`config.mk`:
```
export PLATFORM = sky130hd
export DESIGN_NAME = fpu_flash_protect_unlock
export DESIGN_NICKNAME = d
export VERILOG_FILES = /design/src/fpu_pkg.sv /design/src/fpu_flash_protect_unlock.sv /design/src/fpu_prog_gate.sv /design/src/fpu_sector_guard.sv
export SDC_FILE = /design/constraint.sdc
export NUM_CORES = 1
export LEC_CHECK = 0
export BUFFER_PORTS_ARGS = -buffer_cell sky130_fd_sc_hd__buf_2
export CAP_MARGIN = 20
export CORE_MARGIN = 2
export CORE_UTILIZATION = 55
export CTS_BUF_LIST = sky130_fd_sc_hd__clkbuf_8
export DETAILED_ROUTE_END_ITERATION = 12
export HOLD_SLACK_MARGIN = 0.03
export PLACE_DENSITY_LB_ADDON = 0.3
export SYNTH_ARGS = -nofsm -noshare
export SYNTH_HDL_FRONTEND = slang
export SYNTH_SLANG_ARGS = --single-unit
```
`constraint.sdc`:
```
create_clock -name clk_sys_i -period 5.3 [get_ports clk_sys_i]
set_input_delay 0.53 -clock clk_sys_i [delete_from_list [all_inputs] [get_ports clk_sys_i]]
set_output_delay 0.53 -clock clk_sys_i [all_outputs]
set_load 0.02 [all_outputs]
```
`src/fpu_pkg.sv`:
```
// package: constants, command codes and states of the flash protect/unlock sequencer
package fpu_pkg;

  ////////////////////////////////////////////////////////////////////////////////
  // widths
  localparam int unsigned FPU_ADDR_W     = 12;
  localparam int unsigned FPU_DATA_W     = 8;
  localparam int unsigned FPU_ARRAY_W    = 12;
  localparam int unsigned FPU_PAGE_OFS_W = 9;
  localparam int unsigned FPU_PAGE_NUM_W = FPU_ARRAY_W - FPU_PAGE_OFS_W;
  localparam int unsigned FPU_SECT_N     = 8;
  localparam int unsigned FPU_SECT_W     = 3;
  localparam int unsigned FPU_SECT_SHIFT =
    (FPU_PAGE_NUM_W > FPU_SECT_W) ? (FPU_PAGE_NUM_W - FPU_SECT_W) : 0;

  ////////////////////////////////////////////////////////////////////////////////
  // register offsets
  localparam logic [FPU_ADDR_W-1:0] FPU_OFS_CMD  = 12'hff8;
  localparam logic [FPU_ADDR_W-1:0] FPU_OFS_PAGE = 12'hff9;
  localparam logic [FPU_ADDR_W-1:0] FPU_OFS_STAT = 12'hffa;

  // status register fields
  localparam int unsigned FPU_STAT_STATE_LSB = 0;
  localparam int unsigned FPU_STAT_SPSEL_BIT = 2;
  localparam int unsigned FPU_STAT_WPO_BIT   = 3;

  ////////////////////////////////////////////////////////////////////////////////
  // command codes
  localparam logic [FPU_DATA_W-1:0] FPU_CMD_UNLOCK1 = 8'h73;
  localparam logic [FPU_DATA_W-1:0] FPU_CMD_UNLOCK2 = 8'h8c;
  localparam logic [FPU_DATA_W-1:0] FPU_CMD_PERASE  = 8'h95;
  localparam logic [FPU_DATA_W-1:0] FPU_CMD_MERASE  = 8'h63;
  localparam logic [FPU_DATA_W-1:0] FPU_CMD_SPSEL   = 8'h5e;

  // reset values
  localparam logic [FPU_DATA_W-1:0]     FPU_CMD_RST  = 8'h00;
  localparam logic [FPU_SECT_N-1:0]     FPU_PROT_RST = 8'h00;
  localparam logic [FPU_PAGE_NUM_W-1:0] FPU_PAGE_RST = 3'h0;

  ////////////////////////////////////////////////////////////////////////////////
  // sequencer states
  typedef enum logic [1:0] {
    FPU_LOCKED = 2'b00,
    FPU_UNLK1  = 2'b01,
    FPU_UNLK2  = 2'b10,
    FPU_ACTIVE = 2'b11
  } fpu_state_t;

  // sector that holds a page
  function automatic logic [FPU_SECT_W-1:0] fpu_sect_of(input logic [FPU_PAGE_NUM_W-1:0] page);
    logic [FPU_PAGE_NUM_W-1:0] s;
    s = page >> FPU_SECT_SHIFT;
    return FPU_SECT_W'(s);
  endfunction : fpu_sect_of

endpackage : fpu_pkg

```
`src/fpu_flash_protect_unlock.sv`:
```
// module: flash protect and unlock sequencer, top level
//
// How it works
// (RULE1) reset always leaves the controller locked
// (RULE2) software stores target page before unlocking
// (RULE3) unlock is command 73 then 8c
// (RULE4) mismatched second page write relocks
// (RULE5) matching second page write activates page
// (RULE6) 95 erases active page unless sector protected
// (RULE7) unexpected command value relocks controller
// (RULE8) user mass erase refused, debug allowed
// (RULE9) active page accepts repeated byte writes
// (RULE10) any command write relocks active page
// (RULE11) option bit zero blocks all user programming
// (RULE12) up to eight sectors, never below page
// (RULE13) protection bits sticky, user cannot clear
// (RULE14) protection clears on every reset
// (RULE15) 5e routes page address to protection
// (RULE16) 63 honoured only as third command
// (RULE17) locked controller ignores program and erase
// (RULE18) command register write-only, resets zero
//
// Implementation choice: the address-and-strobe port.
`timescale 1ns/100ps
module fpu_flash_protect_unlock
  import fpu_pkg::*;
(
  input  wire logic                      clk_sys_i,
  input  wire logic                      resetn_i,
  input  wire logic [FPU_ADDR_W-1:0]     reg_addr_i,
  input  wire logic [FPU_DATA_W-1:0]     reg_wdata_i,
  input  wire logic                      reg_wr_i,
  input  wire logic                      reg_rd_i,
  output logic      [FPU_DATA_W-1:0]     reg_rdata_o,
  input  wire logic                      flash_write_protect_option_i,
  input  wire logic                      dbg_mass_erase_i,
  input  wire logic                      prog_req_i,
  input  wire logic [FPU_ARRAY_W-1:0]    prog_addr_i,
  input  wire logic [FPU_DATA_W-1:0]     prog_data_i,
  output logic                           flash_wr_o,
  output logic      [FPU_ARRAY_W-1:0]    flash_addr_o,
  output logic      [FPU_DATA_W-1:0]     flash_data_o,
  output logic                           page_erase_o,
  output logic      [FPU_PAGE_NUM_W-1:0] erase_page_o,
  output logic                           mass_erase_o,
  output logic                           page_active_o
);

  ////////////////////////////////////////////////////////////////////////////////
  // shared decode helpers

  // one address compare shared by the command, page and protect write decodes; the read port decodes with its own case
  function automatic logic fpu_addr_hit(
    input logic [FPU_ADDR_W-1:0] addr,
    input logic [FPU_ADDR_W-1:0] ofs
  );
    return (addr == ofs);
  endfunction : fpu_addr_hit

  // page number in the upper bits of an array byte address
  function automatic logic [FPU_PAGE_NUM_W-1:0] fpu_page_of(
    input logic [FPU_ARRAY_W-1:0] addr
  );
    return addr[FPU_ARRAY_W-1:FPU_PAGE_OFS_W];
  endfunction : fpu_page_of

  // status word: state, protect-register select, option bit
  function automatic logic [FPU_DATA_W-1:0] fpu_status_word(
    input fpu_state_t state,
    input logic       spsel,
    input logic       wpo
  );
    logic [FPU_DATA_W-1:0] s;
    s                          = '0;
    s[FPU_STAT_STATE_LSB +: 2] = state;
    s[FPU_STAT_SPSEL_BIT]      = spsel;
    s[FPU_STAT_WPO_BIT]        = wpo;
    return s;
  endfunction : fpu_status_word

  ////////////////////////////////////////////////////////////////////////////////
  // decode

  fpu_state_t                state_d;
  fpu_state_t                state_q;
  logic                      sp_sel_d;
  logic                      sp_sel_q;
  logic [FPU_PAGE_NUM_W-1:0] page_d;
  logic [FPU_PAGE_NUM_W-1:0] page_q;
  logic [FPU_DATA_W-1:0]     cmd_d;
  logic [FPU_DATA_W-1:0]     cmd_q;
  logic                      perase_d;
  logic                      perase_q;
  logic                      merase_d;
  logic                      merase_q;
  logic [FPU_PAGE_NUM_W-1:0] epage_d;
  logic [FPU_PAGE_NUM_W-1:0] epage_q;
  logic [FPU_DATA_W-1:0]     rdata_d;
  logic [FPU_DATA_W-1:0]     rdata_q;
  logic                      active_d;
  logic                      active_q;

  logic                      cmd_wr;
  logic                      page_wr;
  logic                      prot_wr;
  logic                      page_prot;
  logic                      user_ok;
  logic                      prog_allow;
  logic [FPU_SECT_N-1:0]     prot;
  logic [FPU_PAGE_NUM_W-1:0] wr_page;
  logic                      page_hit;

  assign cmd_wr  = reg_wr_i && fpu_addr_hit(reg_addr_i, FPU_OFS_CMD);
  assign page_wr = reg_wr_i && fpu_addr_hit(reg_addr_i, FPU_OFS_PAGE) && !sp_sel_q;
  assign prot_wr = reg_wr_i && fpu_addr_hit(reg_addr_i, FPU_OFS_PAGE) && sp_sel_q; // (RULE15)
  assign wr_page = FPU_PAGE_NUM_W'(reg_wdata_i);

  // user program/erase needs the option bit set
  assign user_ok = flash_write_protect_option_i; // (RULE11)

  // a byte write must fall inside the active, unprotected page
  assign page_hit   = (fpu_page_of(prog_addr_i) == page_q); // (RULE9)
  assign prog_allow = (state_q == FPU_ACTIVE) && user_ok && !page_prot && page_hit; // (RULE9)

  ////////////////////////////////////////////////////////////////////////////////
  // sequencer

  always_comb begin
    state_d  = state_q;
    sp_sel_d = sp_sel_q;
    page_d   = page_q;
    cmd_d    = cmd_q;
    if (cmd_wr) begin
      cmd_d    = reg_wdata_i;
      sp_sel_d = 1'b0;
      state_d  = FPU_LOCKED; // (RULE7)
      case (state_q)
        FPU_LOCKED: begin
          if (reg_wdata_i == FPU_CMD_UNLOCK1) begin
            state_d = FPU_UNLK1; // (RULE3)
          end
        end
        FPU_UNLK1: begin
          if (reg_wdata_i == FPU_CMD_UNLOCK2) begin
            state_d = FPU_UNLK2; // (RULE3)
          end
        end
        FPU_UNLK2: begin
          // 63 is the right third command, but user code may never mass erase
          if (reg_wdata_i == FPU_CMD_MERASE) begin
            state_d = FPU_LOCKED; // (RULE8) (RULE16)
          end
        end
        FPU_ACTIVE: begin
          state_d = FPU_LOCKED; // (RULE10)
        end
        default: begin
          state_d = FPU_LOCKED;
        end
      endcase
      if (reg_wdata_i == FPU_CMD_SPSEL) begin
        sp_sel_d = 1'b1; // (RULE15)
      end
    end else if (page_wr) begin
      case (state_q)
        FPU_LOCKED: begin
          page_d = wr_page; // (RULE2)
        end
        FPU_UNLK1: begin
          state_d = FPU_UNLK1;
        end
        FPU_UNLK2: begin
          if (wr_page == page_q) begin
            state_d = FPU_ACTIVE; // (RULE5)
          end else begin
            state_d = FPU_LOCKED; // (RULE4)
          end
        end
        FPU_ACTIVE: begin
          state_d = FPU_ACTIVE;
        end
        default: begin
          state_d = FPU_LOCKED;
        end
      endcase
    end
  end

  always_ff @(posedge clk_sys_i or negedge resetn_i) begin
    if (!resetn_i) begin
      state_q  <= FPU_LOCKED; // (RULE1)
      sp_sel_q <= 1'b0;
      page_q   <= FPU_PAGE_RST;
      cmd_q    <= FPU_CMD_RST; // (RULE18)
    end else begin
      state_q  <= state_d;
      sp_sel_q <= sp_sel_d;
      page_q   <= page_d;
      cmd_q    <= cmd_d;
    end
  end

  ////////////////////////////////////////////////////////////////////////////////
  // active-page flag, registered so the port comes straight from a flip-flop

  always_comb begin
    active_d = (state_d == FPU_ACTIVE); // (RULE5) (RULE10)
  end

  always_ff @(posedge clk_sys_i or negedge resetn_i) begin
    if (!resetn_i) begin
      active_q <= 1'b0; // (RULE1)
    end else begin
      active_q <= active_d;
    end
  end

  ////////////////////////////////////////////////////////////////////////////////
  // erase starts; page erase a one-cycle pulse, mass erase as long as the debug request

  always_comb begin
    perase_d = 1'b0;
    epage_d  = epage_q;
    // debug port mass erase ignores the option bit and the lock
    merase_d = dbg_mass_erase_i; // (RULE8) (RULE11)
    if (cmd_wr && (state_q == FPU_ACTIVE) && (reg_wdata_i == FPU_CMD_PERASE) &&
        user_ok && !page_prot) begin
      perase_d = 1'b1; // (RULE6)
      epage_d  = page_q;
    end
  end

  always_ff @(posedge clk_sys_i or negedge resetn_i) begin
    if (!resetn_i) begin
      perase_q <= 1'b0;
      merase_q <= 1'b0;
      epage_q  <= FPU_PAGE_RST;
    end else begin
      perase_q <= perase_d;
      merase_q <= merase_d;
      epage_q  <= epage_d;
    end
  end

  ////////////////////////////////////////////////////////////////////////////////
  // read port

  always_comb begin
    rdata_d = '0;
    if (reg_rd_i) begin
      case (reg_addr_i)
        FPU_OFS_CMD: begin
          rdata_d = '0; // (RULE18)
        end
        FPU_OFS_PAGE: begin
          rdata_d = sp_sel_q ? prot : FPU_DATA_W'(page_q); // (RULE15)
        end
        FPU_OFS_STAT: begin
          rdata_d = fpu_status_word(state_q, sp_sel_q, flash_write_protect_option_i);
        end
        default: begin
          rdata_d = '0;
        end
      endcase
    end
  end

  always_ff @(posedge clk_sys_i or negedge resetn_i) begin
    if (!resetn_i) begin
      rdata_q <= '0;
    end else begin
      rdata_q <= rdata_d;
    end
  end

  ////////////////////////////////////////////////////////////////////////////////
  // protection and program path

  fpu_sector_guard u_guard (
    .clk_sys_i   (clk_sys_i),
    .resetn_i    (resetn_i),
    .wr_i        (prot_wr),
    .wdata_i     (reg_wdata_i),
    .page_i      (page_q),
    .prot_o      (prot),
    .page_prot_o (page_prot)
  );

  fpu_prog_gate u_gate (
    .clk_sys_i (clk_sys_i),
    .resetn_i  (resetn_i),
    .req_i     (prog_req_i),
    .addr_i    (prog_addr_i),
    .data_i    (prog_data_i),
    .allow_i   (prog_allow),
    .wr_o      (flash_wr_o),
    .addr_o    (flash_addr_o),
    .data_o    (flash_data_o)
  );

  assign reg_rdata_o   = rdata_q;
  assign page_erase_o  = perase_q;
  assign erase_page_o  = epage_q;
  assign mass_erase_o  = merase_q;
  assign page_active_o = active_q;

endmodule : fpu_flash_protect_unlock

```
`src/fpu_prog_gate.sv`:
```
// module: byte-program gate between cpu writes and the flash array
`timescale 1ns/100ps
module fpu_prog_gate
  import fpu_pkg::*;
(
  input  wire logic                   clk_sys_i,
  input  wire logic                   resetn_i,
  input  wire logic                   req_i,
  input  wire logic [FPU_ARRAY_W-1:0] addr_i,
  input  wire logic [FPU_DATA_W-1:0]  data_i,
  input  wire logic                   allow_i,
  output logic                        wr_o,
  output logic      [FPU_ARRAY_W-1:0] addr_o,
  output logic      [FPU_DATA_W-1:0]  data_o
);

  logic                   wr_d;
  logic                   wr_q;
  logic [FPU_ARRAY_W-1:0] addr_d;
  logic [FPU_ARRAY_W-1:0] addr_q;
  logic [FPU_DATA_W-1:0]  data_d;
  logic [FPU_DATA_W-1:0]  data_q;

  // address and data only move on an accepted write, so a refused one leaves no trace
  always_comb begin
    wr_d   = req_i & allow_i; // (RULE17)
    addr_d = addr_q;
    data_d = data_q;
    if (wr_d) begin
      addr_d = addr_i;
      data_d = data_i;
    end
  end

  always_ff @(posedge clk_sys_i or negedge resetn_i) begin
    if (!resetn_i) begin
      wr_q   <= 1'b0;
      addr_q <= '0;
      data_q <= '0;
    end else begin
      wr_q   <= wr_d;
      addr_q <= addr_d;
      data_q <= data_d;
    end
  end

  assign wr_o   = wr_q;
  assign addr_o = addr_q;
  assign data_o = data_q;

endmodule : fpu_prog_gate

```
`src/fpu_sector_guard.sv`:
```
// module: sticky sector-protect register and per-page protection lookup
`timescale 1ns/100ps
module fpu_sector_guard
  import fpu_pkg::*;
(
  input  wire logic                      clk_sys_i,
  input  wire logic                      resetn_i,
  input  wire logic                      wr_i,
  input  wire logic [FPU_DATA_W-1:0]     wdata_i,
  input  wire logic [FPU_PAGE_NUM_W-1:0] page_i,
  output logic      [FPU_SECT_N-1:0]     prot_o,
  output logic                           page_prot_o
);

  logic [FPU_SECT_N-1:0] prot_d;
  logic [FPU_SECT_N-1:0] prot_q;

  always_comb begin
    prot_d = prot_q;
    if (wr_i) begin
      prot_d = prot_q | wdata_i; // (RULE13)
    end
  end

  // only a reset can unprotect a sector
  always_ff @(posedge clk_sys_i or negedge resetn_i) begin
    if (!resetn_i) begin
      prot_q <= FPU_PROT_RST; // (RULE14)
    end else begin
      prot_q <= prot_d;
    end
  end

  assign prot_o      = prot_q;
  assign page_prot_o = prot_q[fpu_sect_of(page_i)]; // (RULE12)

endmodule : fpu_sector_guard

```
==> flow_metrics.tcl, run 1 <==
set metrics [dict create \
    hp-class "input port to async pin" \
    cts_resized 0 \
    worstPathRequired_ns 5.49 \
    fp.dieArea_sq_mm 0.004712 \
    power.leakage_uw 0.001585 \
    die_h_um 68.65 \
    first_global_vias 1701 \
    synth-main-ff-cell "dfrtp_1" \
    pre_cts_slack_ns 2.833 \
    seq_area_frac_synth 0.5335 \
    cts_tree "done" \
    finalWirelength_mm 4.831 \
    yosysTopAreaCell "dfrtp_1" \
    wl_per_cell_um 15.58 \
    relSlewSlack 0.5140 \
    skew_ns 0.006945 \
    start_kind "flop" \
    rows 23 \
    numCtsBuffers 5 \
    synth_fp_nets 225 \
    synth.area.top_cells "dfrtp_1 (53%), mux2_4 (12%), mux2_2 (2.9%), a21o_1 (2.6%), mux2i_1 (2.2%)" \
    fillers 294 \
    antenna_found_initial 0 \
    io_pins 82 \
    path_class "flop to flop" \
    synth_cells 178 \
    gp_congestion 0.8939 \
    synth.most_common_cell "dfrtp_1" \
    dr.pass1.iters 4 \
    cts_hold_buffers 0 \
    setup_viol 0 \
    dp.final_hpwl_mm 3.614 \
    clk_pin_slew_worst_paths_ns 0.08 \
    grt_pass1_wl_mm 7.790 \
    ant_nets 0 \
    synth_warnings 0 \
    worstPathMaxFanout 21 \
    max_cap_viol_count 0 \
    drc_errors 0 \
    reg2regPathDepth 4 \
    coreArea_sq_mm 0.004000 \
    port-buffer-count 81 \
    fin_nets 306 \
    period_minus_slack_ns 2.383 \
    die_w_um 68.65 \
    post-route-util 0.7116 \
    vias 1659 \
    slew_viol_final 0 \
    cts_buffer_depth 2 \
    cts_root_buffer "clkbuf_8" \
    hold_viol 0 \
    syn_area_per_cell_sq_um 12.91 \
    async_flop_share 1.000 \
    status "complete, no violations" \
    start_util 0.5746 \
    area_growth_pct 23.84 \
    post_cts_buffers 0 \
    cp.arrival_ns 2.57 \
    insertion_delay_ns 0.30 \
    dr.first_iter.drc_count 82 \
    endpoint_kind "flop" \
    hold_ws_ns 0.1413 \
    fin_crit_sh 0.4497 \
    power_density_mw_per_mm2 240.3 \
    syn_area_sq_mm 0.002298 \
    overflow 0 \
    clock_sinks 49 \
    grt_max_degree 50 \
    track_usage 0.2303 \
    peakVddDrop_mv 0.1619 \
    fin_setup_tns_ns 0 \
    max_freq_mhz 419.6 \
    synth_top_area_share 0.5335 \
    synth_cell_types 40 \
    drive_gt1_frac 0.4615 \
    tightest_slew_ns 0.7223 \
    ys_ff_latch 49 \
    grt_setup_unrepaired "no" \
    ctsHtreeMaxLevel 2 \
    synth-edff-count 0 \
    layout_setup_ws_ns 2.917 \
    synth_common_cells "dfrtp_1 (49), mux2_4 (19), nor2_1 (11), a21o_1 (8)" \
    vias_per_cell 5.352 \
    antenna_cells 0 \
]
[sequential cells by signal, indices dropped and copies added, names as in the netlist, 2 cells and up]
| register | count |
|---|---|
| u_guard.prot_o | 8 |
| u_gate.data_o | 8 |
| erase_page_o | 3 |
| page_q | 3 |
| reg_rdata_o | 8 |
| u_gate.addr_o | 12 |
| state_q | 2 |
[metal layers]
| metal | GRT usage | share of wire | up-vias |
|---|---|---|---|
| li1 | - | - | 789 |
| met1 | 0.2719 | 0.41 | 782 |
| met2 | 0.3798 | 0.48 | 76 |
| met3 | 0.06656 | 0.082 | 12 |
| met4 | 0.1200 | 0.026 | 0 |
| met5 | 0 | 0 | - |
[placed cells by master, fill, tap and decap left out, types with 6 or more instances in the layout]
| cell | synthesis | final |
|---|---|---|
| buf_2 | 2 | 81 |
| dfrtp_1 | 49 | 49 |
| mux2_4 | 19 | 19 |
| nor2_1 | 11 | 11 |
| inv_1 | 7 | 8 |
| a21o_1 | 8 | 8 |
| nor2b_1 | 7 | 7 |
| nand2_1 | 7 | 7 |
| mux2_2 | 6 | 6 |
| clkbuf_8 | 0 | 6 |
[through the flow]
step | power [uW] | area, sq um | instances
4_1_cts | 689.8 | 2826 | 309
3_5_place_dp | 421.8 | 2710 | 301
2_1_floorplan | 391.2 | 2298 | 178
3_3_place_gp | 421.1 | 2710 | 301
5_1_grt | 709.7 | 2846 | 310
6_report | 683.9 | 2846 | 310
[area by class of cell]
| class | instances | area, sq um | share of cell area |
|---|---|---|---|
| well taps | 50 | 62.56 | 0.02198 |
| multi-input cells | 114 | 989.7 | 0.3477 |
| clock buffers | 6 | 82.58 | 0.02901 |
| clock inverters | 2 | 33.78 | 0.01187 |
| repair buffers | 82 | 425.4 | 0.1495 |
| flip-flops and latches | 49 | 1226 | 0.4308 |
| inverters | 7 | 26.28 | 0.009231 |
[critical path: stages (launching register included)]
cell	delay [ns]
dfrtp_1	0.62
mux2i_4	0.33
o2111ai_2	0.19
or4_4	0.75
mux2_4	0.37
[report_power, final]
group | total, uW | switching [uW] | internal (uW)
registers | 374 | 0.263 | 374
clock network | 268 | 116 | 152
logic | 41.5 | 22.1 | 19.4
total | 684 | 139 | 545
[kinds of logic after synthesis]
| family | count (synthesis) | share of synthesized area |
|---|---|---|
| and+or+nand+nor | 53 | 0.1437 |
| DFF | 49 | 0.5335 |
| muxes | 34 | 0.1998 |
| AOI/OAI and AO/OA | 21 | 0.06423 |
| buffers and inverters | 15 | 0.03593 |
| xor gates and xnor gates | 6 | 0.02287 |
[path summary, 6_finish.rpt]
| check | startpoint | to | slack, ns |
|---|---|---|---|
| max in group asynchronous | resetn_i | reg_rdata_o[3]$_DFF_PN0_ | 4.66 |
| hold reg to reg | u_guard.prot_o[7]$_DFFE_PN0P_ | u_guard.prot_o[7]$_DFFE_PN0P_ | 0.49 |
| hold / removal | resetn_i | u_gate.addr_o[1]$_DFFE_PN0P_ | 0.14 |
| setup reg to reg | page_q[0]$_DFFE_PN0P_ | u_gate.addr_o[4]$_DFFE_PN0P_ | 2.92 |
| setup / recovery | page_q[0]$_DFFE_PN0P_ | u_gate.addr_o[4]$_DFFE_PN0P_ | 2.92 |
| min in group clk_sys_i | dbg_mass_erase_i | mass_erase_o$_DFF_PN0_ | 0.34 |
No activity file was read; power rests on OpenSTA's default activity.
==> inputs of run 2 (changes only) <==
--- a/config.mk
+++ b/config.mk
@@ -8,7 +8,7 @@
 export BUFFER_PORTS_ARGS = -buffer_cell sky130_fd_sc_hd__buf_2
 export CAP_MARGIN = 20
 export CORE_MARGIN = 2
-export CORE_UTILIZATION = 55
+export CORE_UTILIZATION = 51
 export CTS_BUF_LIST = sky130_fd_sc_hd__clkbuf_8
 export DETAILED_ROUTE_END_ITERATION = 12
 export HOLD_SLACK_MARGIN = 0.03
==> constraint.sdc (replaced) <==
create_clock -name clk_sys_i -period 2.4 [get_ports clk_sys_i]
set_input_delay 0.24 -clock clk_sys_i [delete_from_list [all_inputs] [get_ports clk_sys_i]]
set_output_delay 0.24 -clock clk_sys_i [all_outputs]
set_load 0.02 [all_outputs]
==> run 2 against run 1 <==
Effect of this change:
- die area increased by 7.4%
- core utilization decreased by 5.1 points
- wire length decreased by 0.31%
- register-to-register slack got worse by 2.7 ns
- final area increased by 1.1%
- count of clock-buffer cells in the layout unchanged
- fmax increased by 8.9%
- clock skew decreased by 0.0017 ns
- non-clock buffer count increased by 5
- via count increased by 1.6%
- critical path type unchanged
==> flow_metrics.tcl, run 2 (synthesized netlist as in run 1, its figures left out) <==
set metrics [dict create \
    largest_register_ffs 12 \
    r2r_setup_slack_ns 0.21 \
    worstPathMaxFanout 21 \
    reg2regPathDepth 5 \
    cts_hold_buffers 1 \
    worstPathRequired_ns 2.59 \
    hold_ws_ns 0.04275 \
    first_global_vias 1614 \
    fp.dieArea_sq_mm 0.005059 \
    io_pins 82 \
    hold_viol 0 \
    grt_pass1_wl_mm 7.665 \
    max_cap_viol_count 0 \
    fin_nets 311 \
    port-buffer-count 81 \
    post-route-util 0.6606 \
    power_density_mw_per_mm2 524.0 \
    gp_congestion 0.9213 \
    setup_viol 0 \
    pre_cts_slack_ns 0.2064 \
    ctsHtreeMaxLevel 2 \
    rows 24 \
    power.leakage_uw 0.001605 \
    die_h_um 71.13 \
    finalWirelength_mm 4.816 \
    cts_tree "done" \
    multiInputGateArea_sq_um 989.7 \
    slew_viol_final 0 \
    min_path_cells 1 \
    cts_root_buffer "clkbuf_8" \
    cts_resized 0 \
    coreArea_sq_mm 0.004354 \
    fillers 344 \
    dr.pass1.iters 4 \
    mostFrequentLayoutCells "buf_2 (81), dfrtp_1 (49), mux2_4 (19)" \
    die_w_um 71.13 \
    skew_ns 0.005284 \
    wl_per_cell_um 15.19 \
    min_from "dbg_mass_erase_i" \
    path_class "flop to flop" \
    relSlewSlack 0.6969 \
    dp.final_hpwl_mm 3.660 \
    numCtsBuffers 5 \
    period_minus_slack_ns 2.189 \
    endpoint_kind "flop" \
    clock_sinks 49 \
    clk_pin_slew_worst_paths_ns 0.08 \
    max_freq_mhz 456.9 \
    grt_setup_unrepaired "no" \
    ff_latch_area_sq_mm 0.001226 \
    status "complete, no violations" \
    vias_per_cell 5.315 \
    fin_setup_tns_ns 0 \
    cts_buffer_depth 2 \
    drc_errors 0 \
    hp-class "input port to flop" \
    antenna_cells 0 \
    antenna_found_initial 0 \
    grt_max_degree 31 \
    area_growth_pct 25.15 \
    fin_crit_sh 0.9120 \
    track_usage 0.1989 \
    start_kind "flop" \
    regToRegEndpoint "u_gate.addr_o[0]$_DFFE_PN0P_" \
    reg2reg_from "page_q[0]$_DFFE_PN0P_" \
    vias 1685 \
    cp.arrival_ns 2.38 \
    start_util 0.5279 \
    peakVddDrop_mv 0.2888 \
    insertion_delay_ns 0.30 \
    post_cts_buffers 0 \
    tightest_slew_ns 0.4546 \
    layout_commonest_cell "buf_2" \
    critical_path.startpoint "page_q[0]$_DFFE_PN0P_" \
    drive_gt1_frac 0.4679 \
    dr.first_iter.drc_count 88 \
    overflow 0 \
    ant_nets 0 \
    layout_setup_ws_ns 0.2113 \
    hold_path_end "mass_erase_o$_DFF_PN0_" \
]
==> run 2: cell types whose count changed in the layout (fill, tap and decap cells not counted) <==
cell,before,now
buf_4,0,5
dlygate4sd3_1,0,1
buf_12,1,0
==> run 2: routing by layer <==
metal	global-route usage	routed length (um)	up-vias
met5	0	0	-
li1	-	-	803
met1	0.2634	2104	790
met2	0.3198	2317	82
met3	0.05556	330	10
met4	0.06289	63	0
==> run 2: layout make-up <==
class                      instances  area share
clock buffer                       6     0.02871
tap                               52     0.02262
inverter                           7    0.009134
timing repair buffer              87      0.1575
sequential                        49      0.4263
clock inverter                     2     0.01174
multi-input combinational        114      0.3441
==> run 2: worst max-delay path by stage <==
stage	endpoint	slack, ns	depth (start not counted)
after global routing	u_gate.addr_o[0]$_DFFE_PN0P_	0.11	5
after global placement	u_gate.addr_o[0]$_DFFE_PN0P_	0.22	5
after detailed placement	u_gate.addr_o[0]$_DFFE_PN0P_	0.21	5
after floorplan	u_gate.addr_o[10]$_DFFE_PN0P_	0.40	6
final	u_gate.addr_o[0]$_DFFE_PN0P_	0.21	5
after CTS	u_gate.addr_o[0]$_DFFE_PN0P_	0.19	5
==> run 2: worst max-delay path, cell delays in order (launching register included) <==
cell,delay (ns)
dfrtp_1,0.45
buf_4,0.19
or2_2,0.29
o22ai_1,0.31
or4_4,0.46
mux2_2,0.38
==> run 2: through the flow <==
step           total power, uW  area [sq um]  instances
3_3_place_gp             931.9          2750        308
6_report                  1507          2877        317
4_1_cts                   1527          2877        317
2_1_floorplan            863.9          2298        178
5_1_grt                   1562          2877        317
3_5_place_dp             932.8          2750        308
==> run 2: power breakdown <==
| part | total (uW) | switching [uW] | internal [uW] |
|---|---|---|---|
| registers | 826 | 0.495 | 826 |
| logic | 90.3 | 48.7 | 41.6 |
| clock network | 591 | 256 | 335 |
